## config.mk

```make
export PLATFORM = sky130hd
export DESIGN_NAME = mac_engine
export DESIGN_NICKNAME = d
export VERILOG_FILES = /design/src/mac_pkg.sv /design/src/mac_engine.sv
export SDC_FILE = /design/constraint.sdc
export NUM_CORES = 1
export LEC_CHECK = 0
export BUFFER_PORTS_ARGS = -buffer_cell sky130_fd_sc_hd__buf_2
export CORE_ASPECT_RATIO = 0.8
export CORE_MARGIN = 5
export CORE_UTILIZATION = 45
export CTS_CLUSTER_DIAMETER = 200
export DETAILED_ROUTE_END_ITERATION = 7
export PLACE_DENSITY_LB_ADDON = 0.3
export SYNTH_ARGS = -nofsm -noshare
export SYNTH_HDL_FRONTEND = slang
export SYNTH_SLANG_ARGS = --single-unit
```

## constraint.sdc

```tcl
create_clock -name CLK -period 6.15 [get_ports CLK]
set_input_delay 0.9225 -clock CLK [delete_from_list [all_inputs] [get_ports CLK]]
set_output_delay 0.9225 -clock CLK [all_outputs]
set_load 0.05 [all_outputs]
```

## src/mac_pkg.sv

```systemverilog
// constants for the multiply-accumulate engine register space and arithmetic
package mac_pkg;
   // register offsets in the special-function register space
   localparam logic [7:0] ADDR_STATUS = 8'hC0;
   localparam logic [7:0] ADDR_A_LOW = 8'hC1;
   localparam logic [7:0] ADDR_A_HIGH = 8'hC2;
   localparam logic [7:0] ADDR_CONFIG = 8'hC3;
   localparam logic [7:0] ADDR_ACC_BASE = 8'hC4;
   localparam logic [7:0] ADDR_B_HIGH = 8'hC9;
   localparam logic [7:0] ADDR_B_LOW = 8'hCA;
   localparam logic [7:0] ADDR_RND_LOW = 8'hCB;
   localparam logic [7:0] ADDR_RND_HIGH = 8'hCC;

   // configuration field positions
   localparam int CFG_MULTIPLY_ONLY = 0;
   localparam int CFG_FRACTIONAL = 1;
   localparam int CFG_SATURATE = 2;
   localparam int CFG_CLEAR = 3;
   localparam int CFG_SHIFT_DIR = 4;
   localparam int CFG_SHIFT = 5;
   localparam int CFG_WIDTH = 6;

   // status field positions
   localparam int STA_NEGATIVE = 0;
   localparam int STA_SOFT_OVF = 1;
   localparam int STA_ZERO = 2;
   localparam int STA_HARD_OVF = 3;
   localparam int STA_WIDTH = 4;

   // reset values
   localparam logic [7:0] RESET_STATUS = 8'h04;
   localparam logic [7:0] RESET_CONFIG = 8'h00;
   localparam logic [7:0] RESET_OPERAND = 8'h00;
   localparam logic [7:0] STATUS_CLEARED = 8'h00;

   // datapath widths
   localparam int ACC_WIDTH = 40;
   localparam int ACC_BYTES = 5;
   localparam int OPERAND_WIDTH = 16;
   localparam int PRODUCT_WIDTH = 32;

   // rounding and saturation values
   localparam logic [15:0] ROUND_HALF = 16'h8000;
   localparam logic [15:0] SAT_POSITIVE = 16'h7FFF;
   localparam logic [15:0] SAT_NEGATIVE = 16'h8000;
endpackage

```

## src/mac_engine.sv

```systemverilog
// multiply-accumulate engine with its special-function register port
// Behaviour
// - a write to operand B low byte starts one multiply or multiply-accumulate
// - operand A is sixteen bits: high byte is 15..8, low byte 7..0
// - shift bit shifts the 40-bit accumulator next cycle, then self-clears
// - shift direction bit: zero shifts left, one shifts right
// - clear bit zeroes accumulator and status next cycle, then self-clears
// - saturate bit lets the rounding result saturate on soft overflow or on rounding up from 0x7FFF
// - configuration bit 1 picks integer or fractional operands
// - configuration bit 0 picks accumulate or multiply-only, replacing the accumulator
// - unused configuration and status bits read zero and ignore writes
// - hard overflow sets on overflow byte wrap, clears by software or clear
// - zero flag follows whether the operation result is zero
// - soft overflow follows overflow into accumulator bit 31
// - negative flag follows the sign of the operation result
// - rounding register updates one cycle after an operation, a shift or a write to accumulator byte 0
// - three one-cycle stages; next operation may start in stage two
// - right shift copies bit 39; shifts leave the flags alone
// - rounding takes bits 31..16 and rounds half to even
// - saturated rounding result is 0x7FFF positive or 0x8000 negative
`timescale 1ns/1ps
`default_nettype none
module mac_engine
   import mac_pkg::*;
(
   input wire logic CLK,
   input wire logic RST_B,
   input wire logic [7:0] SFR_ADDR,
   input wire logic SFR_WR,
   input wire logic [7:0] SFR_WDATA,
   input wire logic SFR_RD,
   output logic [7:0] SFR_RDATA
);

   logic [7:0] a_low_reg;
   logic [7:0] a_high_reg;
   logic [7:0] b_high_reg;
   logic [7:0] b_low_reg;
   logic [CFG_WIDTH-1:0] cfg_reg;
   logic [CFG_WIDTH-1:0] cfg_next;
   logic [STA_WIDTH-1:0] sta_reg;
   logic [STA_WIDTH-1:0] sta_next;
   logic [ACC_WIDTH-1:0] acc_reg;
   logic [ACC_WIDTH-1:0] acc_next;
   logic [15:0] rnd_reg;
   logic [7:0] rdata_reg;
   logic start_reg;
   logic prod_valid_reg;
   logic prod_only_reg;
   logic signed [PRODUCT_WIDTH-1:0] prod_reg;
   logic rnd_pending_reg;

   // register decode
   wire wr_status = SFR_WR && (SFR_ADDR == ADDR_STATUS);
   wire wr_a_low = SFR_WR && (SFR_ADDR == ADDR_A_LOW);
   wire wr_a_high = SFR_WR && (SFR_ADDR == ADDR_A_HIGH);
   wire wr_config = SFR_WR && (SFR_ADDR == ADDR_CONFIG);
   wire wr_b_high = SFR_WR && (SFR_ADDR == ADDR_B_HIGH);
   wire wr_b_low = SFR_WR && (SFR_ADDR == ADDR_B_LOW);

   // per-byte accumulator write decode and merge
   logic [ACC_BYTES-1:0] acc_byte_we;
   logic [ACC_WIDTH-1:0] acc_sw_merge;
   genvar gi;
   generate
      for (gi = 0; gi < ACC_BYTES; gi = gi + 1) begin : g_acc_byte
         assign acc_byte_we[gi] = SFR_WR && (SFR_ADDR == ADDR_ACC_BASE + 8'(gi));
         assign acc_sw_merge[8*gi +: 8] = acc_byte_we[gi] ? SFR_WDATA : acc_reg[8*gi +: 8];
      end
   endgenerate
   wire acc_sw_write = |acc_byte_we;

   // stage one multiply on the latched operands
   // operand A and B assembly
   wire signed [OPERAND_WIDTH-1:0] operand_a = {a_high_reg, a_low_reg};
   wire signed [OPERAND_WIDTH-1:0] operand_b = {b_high_reg, b_low_reg};
   wire signed [PRODUCT_WIDTH-1:0] raw_product = operand_a * operand_b;
   wire signed [PRODUCT_WIDTH-1:0] aligned_product =
      cfg_reg[CFG_FRACTIONAL] ? (raw_product <<< 1) : raw_product;

   // stage two add into the accumulator
   wire [ACC_WIDTH-1:0] product_ext = {{(ACC_WIDTH-PRODUCT_WIDTH){prod_reg[PRODUCT_WIDTH-1]}},
                                       prod_reg};
   wire [ACC_WIDTH-1:0] addend = prod_only_reg ? '0 : acc_reg;
   wire [ACC_WIDTH-1:0] sum = addend + product_ext;
   // overflow byte wrap equals signed 40-bit overflow
   wire hard_ovf = !prod_only_reg && (addend[ACC_WIDTH-1] == product_ext[ACC_WIDTH-1])
                   && (sum[ACC_WIDTH-1] != addend[ACC_WIDTH-1]);
   // bits 39..31 not a pure sign extension
   wire sum_soft_ovf = !((&sum[ACC_WIDTH-1:31]) || !(|sum[ACC_WIDTH-1:31]));

   // accumulator shift
   // direction bit picks side
   // arithmetic right shift keeps bit 39
   wire [ACC_WIDTH-1:0] acc_shifted = cfg_reg[CFG_SHIFT_DIR] ?
      {acc_reg[ACC_WIDTH-1], acc_reg[ACC_WIDTH-1:1]} : {acc_reg[ACC_WIDTH-2:0], 1'b0};

   // rounding engine on the current accumulator
   wire [15:0] rnd_low = acc_reg[15:0];
   wire [15:0] rnd_high = acc_reg[31:16];
   // half rounds up only on odd
   wire rnd_up = (rnd_low > ROUND_HALF) || ((rnd_low == ROUND_HALF) && rnd_high[0]);
   wire [15:0] rnd_value = rnd_high + {15'h0000, rnd_up};
   wire acc_soft_ovf = !((&acc_reg[ACC_WIDTH-1:31]) || !(|acc_reg[ACC_WIDTH-1:31]));
   wire rnd_ovf = acc_soft_ovf || (rnd_up && (rnd_high == SAT_POSITIVE));
   wire [15:0] rnd_result = (cfg_reg[CFG_SATURATE] && rnd_ovf) ?
      (acc_reg[ACC_WIDTH-1] ? SAT_NEGATIVE : SAT_POSITIVE) : rnd_value;

   // configuration next value: software write, then hardware self-clear
   always_comb begin
      cfg_next = cfg_reg;
      if (wr_config) begin
         cfg_next = SFR_WDATA[CFG_WIDTH-1:0];
      end else begin
         if (cfg_reg[CFG_SHIFT]) begin
            cfg_next[CFG_SHIFT] = 1'b0;
         end
         if (cfg_reg[CFG_CLEAR]) begin
            cfg_next[CFG_CLEAR] = 1'b0;
         end
      end
   end

   // accumulator next value, clear first, then operation, shift, software
   always_comb begin
      acc_next = acc_reg;
      if (cfg_reg[CFG_CLEAR]) begin
         acc_next = '0;
      end else if (prod_valid_reg) begin
         acc_next = sum;
      end else if (cfg_reg[CFG_SHIFT]) begin
         acc_next = acc_shifted;
      end else if (acc_sw_write) begin
         acc_next = acc_sw_merge;
      end
   end

   // status next value; hardware set of hard overflow beats a software clear
   always_comb begin
      sta_next = sta_reg;
      if (wr_status) begin
         sta_next = SFR_WDATA[STA_WIDTH-1:0];
      end
      if (cfg_reg[CFG_CLEAR]) begin
         sta_next = STATUS_CLEARED[STA_WIDTH-1:0];
      end else if (prod_valid_reg) begin
         sta_next[STA_ZERO] = (sum == '0);
         sta_next[STA_NEGATIVE] = sum[ACC_WIDTH-1];
         sta_next[STA_SOFT_OVF] = sum_soft_ovf;
         sta_next[STA_HARD_OVF] = sta_next[STA_HARD_OVF] | hard_ovf;
      end
   end

   // read mux, unmapped addresses read zero
   logic [7:0] read_mux;
   always_comb begin
      read_mux = 8'h00;
      if (SFR_ADDR == ADDR_STATUS) begin
         read_mux = {4'h0, sta_reg};
      end else if (SFR_ADDR == ADDR_A_LOW) begin
         read_mux = a_low_reg;
      end else if (SFR_ADDR == ADDR_A_HIGH) begin
         read_mux = a_high_reg;
      end else if (SFR_ADDR == ADDR_CONFIG) begin
         read_mux = {2'b00, cfg_reg};
      end else if (SFR_ADDR == ADDR_B_HIGH) begin
         read_mux = b_high_reg;
      end else if (SFR_ADDR == ADDR_B_LOW) begin
         read_mux = b_low_reg;
      end else if (SFR_ADDR == ADDR_RND_LOW) begin
         read_mux = rnd_reg[7:0];
      end else if (SFR_ADDR == ADDR_RND_HIGH) begin
         read_mux = rnd_reg[15:8];
      end else begin
         for (int k = 0; k < ACC_BYTES; k++) begin
            if (SFR_ADDR == ADDR_ACC_BASE + 8'(k)) begin
               read_mux = acc_reg[8*k +: 8];
            end
         end
      end
   end

   // operand registers
   always_ff @(posedge CLK or negedge RST_B) begin
      if (!RST_B) begin
         a_low_reg <= RESET_OPERAND;
         a_high_reg <= RESET_OPERAND;
         b_high_reg <= RESET_OPERAND;
         b_low_reg <= RESET_OPERAND;
      end else begin
         if (wr_a_low) a_low_reg <= SFR_WDATA;
         if (wr_a_high) a_high_reg <= SFR_WDATA;
         if (wr_b_high) b_high_reg <= SFR_WDATA;
         if (wr_b_low) b_low_reg <= SFR_WDATA;
      end
   end

   // pipeline control: start, stage one product, rounding strobe
   always_ff @(posedge CLK or negedge RST_B) begin
      if (!RST_B) begin
         start_reg <= 1'b0;
         prod_valid_reg <= 1'b0;
         prod_only_reg <= 1'b0;
         prod_reg <= '0;
         rnd_pending_reg <= 1'b0;
      end else begin
         // operand B low write starts an operation
         start_reg <= wr_b_low;
         prod_valid_reg <= start_reg;
         if (start_reg) begin
            prod_reg <= aligned_product;
            prod_only_reg <= cfg_reg[CFG_MULTIPLY_ONLY];
         end
         // round one cycle after an operation, a shift or a write to accumulator byte 0
         rnd_pending_reg <= prod_valid_reg || (cfg_reg[CFG_SHIFT] && !cfg_reg[CFG_CLEAR])
                            || acc_byte_we[0];
      end
   end

   // state registers and read data
   always_ff @(posedge CLK or negedge RST_B) begin
      if (!RST_B) begin
         cfg_reg <= RESET_CONFIG[CFG_WIDTH-1:0];
         sta_reg <= RESET_STATUS[STA_WIDTH-1:0];
         acc_reg <= '0;
         rnd_reg <= '0;
         rdata_reg <= 8'h00;
      end else begin
         cfg_reg <= cfg_next;
         sta_reg <= sta_next;
         acc_reg <= acc_next;
         if (rnd_pending_reg) rnd_reg <= rnd_result;
         if (SFR_RD) rdata_reg <= read_mux;
      end
   end

   assign SFR_RDATA = rdata_reg;

endmodule
`default_nettype wire

```

== Word level (Yosys, flattened, before mapping) ==
Index checks and enable logic that the tools add are counted.

* Mux-type cells: 32
* Reductions and logical operators: 48
* Add/sub/neg operators: 2
* $lt $le $gt $ge: 1
* Equal/unequal tests: 18
* Bitwise operators: 1
* $mul: 1

{| class="wikitable"
|+ Operators with widths
! kind !! number
|-
| $mux W40 || 6
|-
| $mux W8 || 18
|-
| $eq A8 B8 Y1 const B || 13
|-
| $add A40 B40 Y40 || 1
|-
| $logic_not A40 Y1 || 1
|-
| $mul A16 B16 Y32 || 1
|-
| $mux W16 || 2
|-
| $mux W32 || 1
|-
| $reduce_bool A4 Y1 || 6
|-
| $reduce_and A9 Y1 || 2
|-
| $reduce_or A9 Y1 || 2
|-
| $logic_and A1 B1 Y1 || 17
|-
| $add A16 B1 Y16 || 1
|-
| $eq A16 B15 Y1 const B || 1
|-
| $eq A16 B16 Y1 const B || 1
|-
| $gt A16 B16 Y1 const B || 1
|-
| $mux W4 || 3
|-
| $reduce_and A2 Y1 || 5
|-
| $logic_not A1 Y1 || 6
|-
| $logic_or A1 B1 Y1 || 6
|-
| $reduce_or A5 Y1 || 1
|-
| $ne A4 B3 Y1 const B || 1
|-
| $reduce_and A3 Y1 || 1
|-
| $reduce_bool A3 Y1 || 1
|-
| other kinds (4) || 5
|}

* Register bits after elaboration: 142
* Word-level logic and storage cells: 124
* Bits of input ports: 20
* Output and inout port bits: 8

== Logic depth before layout (Yosys ltp) ==
* Depth after elaboration: 14
* Mapped depth: 26
* Gate-level depth less buffers: 25

== Least setup slack after synthesis ==
OpenSTA, ideal clock, no wires.

* Kind: register to register
* Start: reg a_high_reg[7]
* End: reg prod_reg[30]
* Required time: 6026 ps
* Path slack: -396 ps
* Path buffers: 3
* Arrival time: 6422 ps
* Stages on the path, launching flop included: 23
* Clock period less this slack: 6546 ps
* Library setup time: 124 ps
* Cells stage by stage: dfrtp_1 -> clkbuf_1 -> clkbuf_1 -> nand2_1 -> inv_1 -> fa_1 -> fa_1 -> fa_1 -> fa_1 -> fa_1 -> inv_1 -> fa_1 -> inv_1 -> ha_1 -> clkbuf_1 -> and3_1 -> nand4_1 -> or4_1 -> o211ai_1 -> o311ai_2 -> a21oi_1 -> a2bb2oi_1 -> nand2_1

* Word-level cells in the longest chain between the ends: 2

{| class="wikitable"
|+ RTL lines
! element !! line !! text
|-
| from (decl) || mac_engine.sv:36 || <nowiki>logic [7:0] a_high_reg;</nowiki>
|-
| from (signal assigned) || mac_engine.sv:187 || <nowiki>a_high_reg <= RESET_OPERAND;</nowiki>
|-
| from (signal assigned) || mac_engine.sv:192 || <nowiki>if (wr_a_high) a_high_reg <= SFR_WDATA;</nowiki>
|-
| $mul A16 B16 Y32 || mac_engine.sv:77 || <nowiki>wire signed [PRODUCT_WIDTH-1:0] raw_product = operand_a * operand_b;</nowiki>
|-
| $mux W32 || mac_engine.sv:79 || <nowiki>cfg_reg[CFG_FRACTIONAL] ? (raw_product <<< 1) : raw_product;</nowiki>
|-
| to (signal assigned) || mac_engine.sv:211 || <nowiki>prod_reg <= aligned_product;</nowiki>
|-
| to (decl) || mac_engine.sv:50 || <nowiki>logic signed [PRODUCT_WIDTH-1:0] prod_reg;</nowiki>
|}

No other way between the ends.
A chain may end at the register's enable or synchronous reset.

== Worst setup path in the final report ==
* Start: reg a_high_reg[1]
* End: reg prod_reg[28]

Same word-level chain as after synthesis.

==> results.py <==
metrics = {
    "status": {
        "outcome": "finished, violations left",
        "violations": "negative setup slack",
    },
    "yosys": {
        "synth_seq_cells": 142,
        "syn_avg_cell_area_um2": 8.89,
        "dominantRegCellSynth": "dfrtp_1",
        "synth_top_area_frac": 0.256,
        "synth_edf_count": 0,
        "synthCells": 2312,
        "synth.net_count": 2718,
        "yosysWarnings": 0,
        "async_flop_share": 1.00,
        "synth_area_um2": 20500,
        "synth_commonest_cells": "inv_1, fa_1, nand2_1, a21oi_1, dfrtp_1",
        "synthDistinctLibCells": 90,
        "ys_seq_area_frac": 0.173,
        "synth.most_common_cell": "inv_1",
        "synth_top_cell_by_area": "fa_1",
        "synthTopCellsByArea": "fa_1, dfrtp_1, ha_1",
    },
    "power_and_ir_drop": {
        "pwr-share-clk": 0.256,
        "switching_power_uw": 1710,
        "intPower_uw": 2390,
        "power_frac_seq": 0.302,
        "power_frac_comb": 0.442,
        "switching_share": 0.417,
        "p_leak_uw": 0.0110,
        "power.density_nw_per_um2": 178,
        "power.total_uw": 4100,
        "ir_worst_vdd_v": 0.000227,
    },
    "timing": {
        "min_period_ps": 6310,
        "final_max_slew_viol_count": 0,
        "skew_ps": 18.9,
        "period_share": 1.03,
        "timing.fmax_ghz": 0.159,
        "worstMarginPinSlew_ps": 1220,
        "maxSlewHeadroom": 0.179,
        "hold_viol": 0,
        "setup_viol": 8,
        "rsz0062_at_grt": "yes",
        "fin_ws_ps": -157,
    },
    "cts": {
        "cts_buffers": 17,
        "path_clk_slew_ps": 80,
        "cts_sinks": 142,
        "htreeDepth": 4,
        "cts_hold_buf": 0,
        "cts_tree": "built",
        "cts_root_buffer": "clkbuf_16",
        "clk_latency_ps": 450,
        "clock_path_buffers": 2,
    },
    "worst_setup_path": {
        "cp-start-kind": "register",
        "required_ps": 6440,
        "reg2reg_depth": 22,
        "critical_path_arrival_ps": 6600,
        "r2r_setup_slack_ps": -160,
        "r2r_start": "a_high_reg[1]",
        "crit_family": "adder cells",
        "max_stage_delay_ps": 600,
        "worstPathMaxFanout": 4,
        "path_depth": 22,
        "crit_start": "a_high_reg[1]",
        "path_cells": "buf_4, nand2_1, fa_1, fa_1, fa_1, fa_1, inv_1, fa_1, fa_1, ha_4, a21o_1, a21o_1, a211oi_2, o21ai_2, a2111oi_4, or4_1, o211ai_1, buf_4, o21a_1, o31a_1, mux2i_1, a21oi_1",
        "cp_common_cell": "fa_1",
        "cp.buffers_inverters": 3,
        "worstSetupEndpointType": "register",
        "path_class": "reg2reg",
        "crit_slowest_cell": "fa_1",
    },
    "placed_design": {
        "gp_congestion": 0.926,
        "place_hpwl_um": 48500,
        "place.port_buffers": 27,
        "place_area_um2": 22200,
        "dp_slack_ps": -305,
        "dp_cells": 2972,
    },
    "route": {
        "via_count": 17200,
        "viasPerCell": 5.69,
        "drt_iter0_markers": 1724,
        "drc": 0,
        "drtAntennaViolNets": 0,
        "drtPass1Iterations": 8,
        "wire_per_inst_um": 19.9,
        "wl_um": 59900,
    },
    "worst_hold_path": {
        "min_path_cells": 1,
        "hp-class": "reg2reg",
        "hp-start": "SFR_RDATA[6]",
    },
    "die": {
        "die_x_um": 249,
        "start_util": 0.452,
        "dieArea_um2": 50100,
        "dieHeight_um": 201,
        "core_area_um2": 45500,
        "rows": 70,
        "io-pin-count": 28,
    },
    "grt": {
        "grt_pass1_wl_um": 97700,
        "antenna_found_initial": 0,
        "grt-ovfl-total": 0,
        "grt_usage": 0.242,
        "grt_max_degree": 91,
        "grt_pass1_vias": 17400,
    },
    "cells_and_area": {
        "nFillCells": 4230,
        "stdcell_area_um2": 23000,
        "area_growth_pct": 11.9,
        "finalCoreUtilization": 0.506,
        "instances_no_fill": 3014,
        "final_nets": 2795,
        "drive_gt1_frac": 0.150,
        "n_antenna_cell": 0,
        "largest_register_ffs": 40,
    },
    "job": {
        "drv_cap": 0,
    },
}
==> layout by cell type (no fill, tap or decap), types with 12 or more instances in the layout <==
cell       netlist  layout
inv_1          309     308
fa_1           263     257
nand2_1        223     222
a21oi_1        180     176
buf_4            0     144
nor2_1         137     134
dfrtp_1        141     130
and2_1         131     125
ha_1           123     117
o21ai_0         79      78
mux2i_1         73      73
mux2_2          56      56
xnor2_1         47      45
nor2b_1         41      41
nand3_1         33      33
a21o_1          31      31
xor2_1          28      28
buf_2            3      26
nor3_1          23      23
a211oi_1        23      22
nand4_1         20      20
clkbuf_16        0      17
nand2b_1        15      15
o21a_1          15      15
nor4_1          13      13
a222oi_1        13      13
o21bai_1        13      12
==> per-layer routing <==
metal  up-vias  share of wire  GRT usage
li1       7851              -          -
met1      8479           0.46      0.360
met2       728           0.42      0.355
met3       104          0.091     0.0572
met4         0          0.027     0.0642
met5         -              0          0
==> worst paths after layout <==
kind / endpoint
worst min-delay path: SFR_RDATA[6]
worst max register to register: prod_reg[28]
worst min register to register: SFR_RDATA[6]
max in group asynchronous: acc_reg[9]
min in group asynchronous: b_high_reg[4]
worst max-delay path: prod_reg[28]
==> per-stage QoR <==
stage                     setup TNS, ps  hold slack [ps]
after detailed placement          -2330              493
after global placement            -2170              484
after global routing              -3880              512
after CTS                          -561              507
final                              -703              500
after floorplan                   -22.2              352
==> cell families (layout without fill, tap and decap cells) <==
| logic type | count (synthesis) | count (layout) | share of synthesized area |
|---|---|---|---|
| adders and majority gates | 386 | 386 | 0.331 |
| and+or+nand+nor | 683 | 683 | 0.164 |
| AOI/OAI and AO/OA | 456 | 456 | 0.145 |
| DFF | 142 | 142 | 0.173 |
| xor gates and xnor gates | 75 | 75 | 0.0320 |
| muxes | 138 | 138 | 0.0761 |
| buffers and inverters | 432 | 522 | 0.0795 |
==> power groups by stage <==
stage | logic, uW | registers (uW) | clock network, uW
after floorplan | 1220 | 1120 | 0
after global placement | 1680 | 1240 | 0
after detailed placement | 1720 | 1230 | 0
after CTS | 1760 | 1220 | 1050
after global routing | 2010 | 1240 | 1100
final | 1810 | 1240 | 1050
==> layout make-up <==
type / instances / area (um2) / share of cell area
clock buffers: 17 / 425 / 0.0185
well taps: 612 / 766 / 0.0333
multi-input cells: 1738 / 15600 / 0.677
repair buffers: 179 / 1340 / 0.0582
flip-flops and latches: 142 / 3570 / 0.155
clock inverters: 15 / 150 / 0.00653
inverters: 311 / 1170 / 0.0508
==> repair_timing <==
| item | 4_1_cts | 5_1_grt |
|---|---|---|
| gates resized for setup | 27 | 14 |
| pin swaps | 26 | 23 |
| endpoints found under the setup margin | 12 | 14 |
| setup buffers | 7 | 5 |
(Power assumes the default switching activity.)
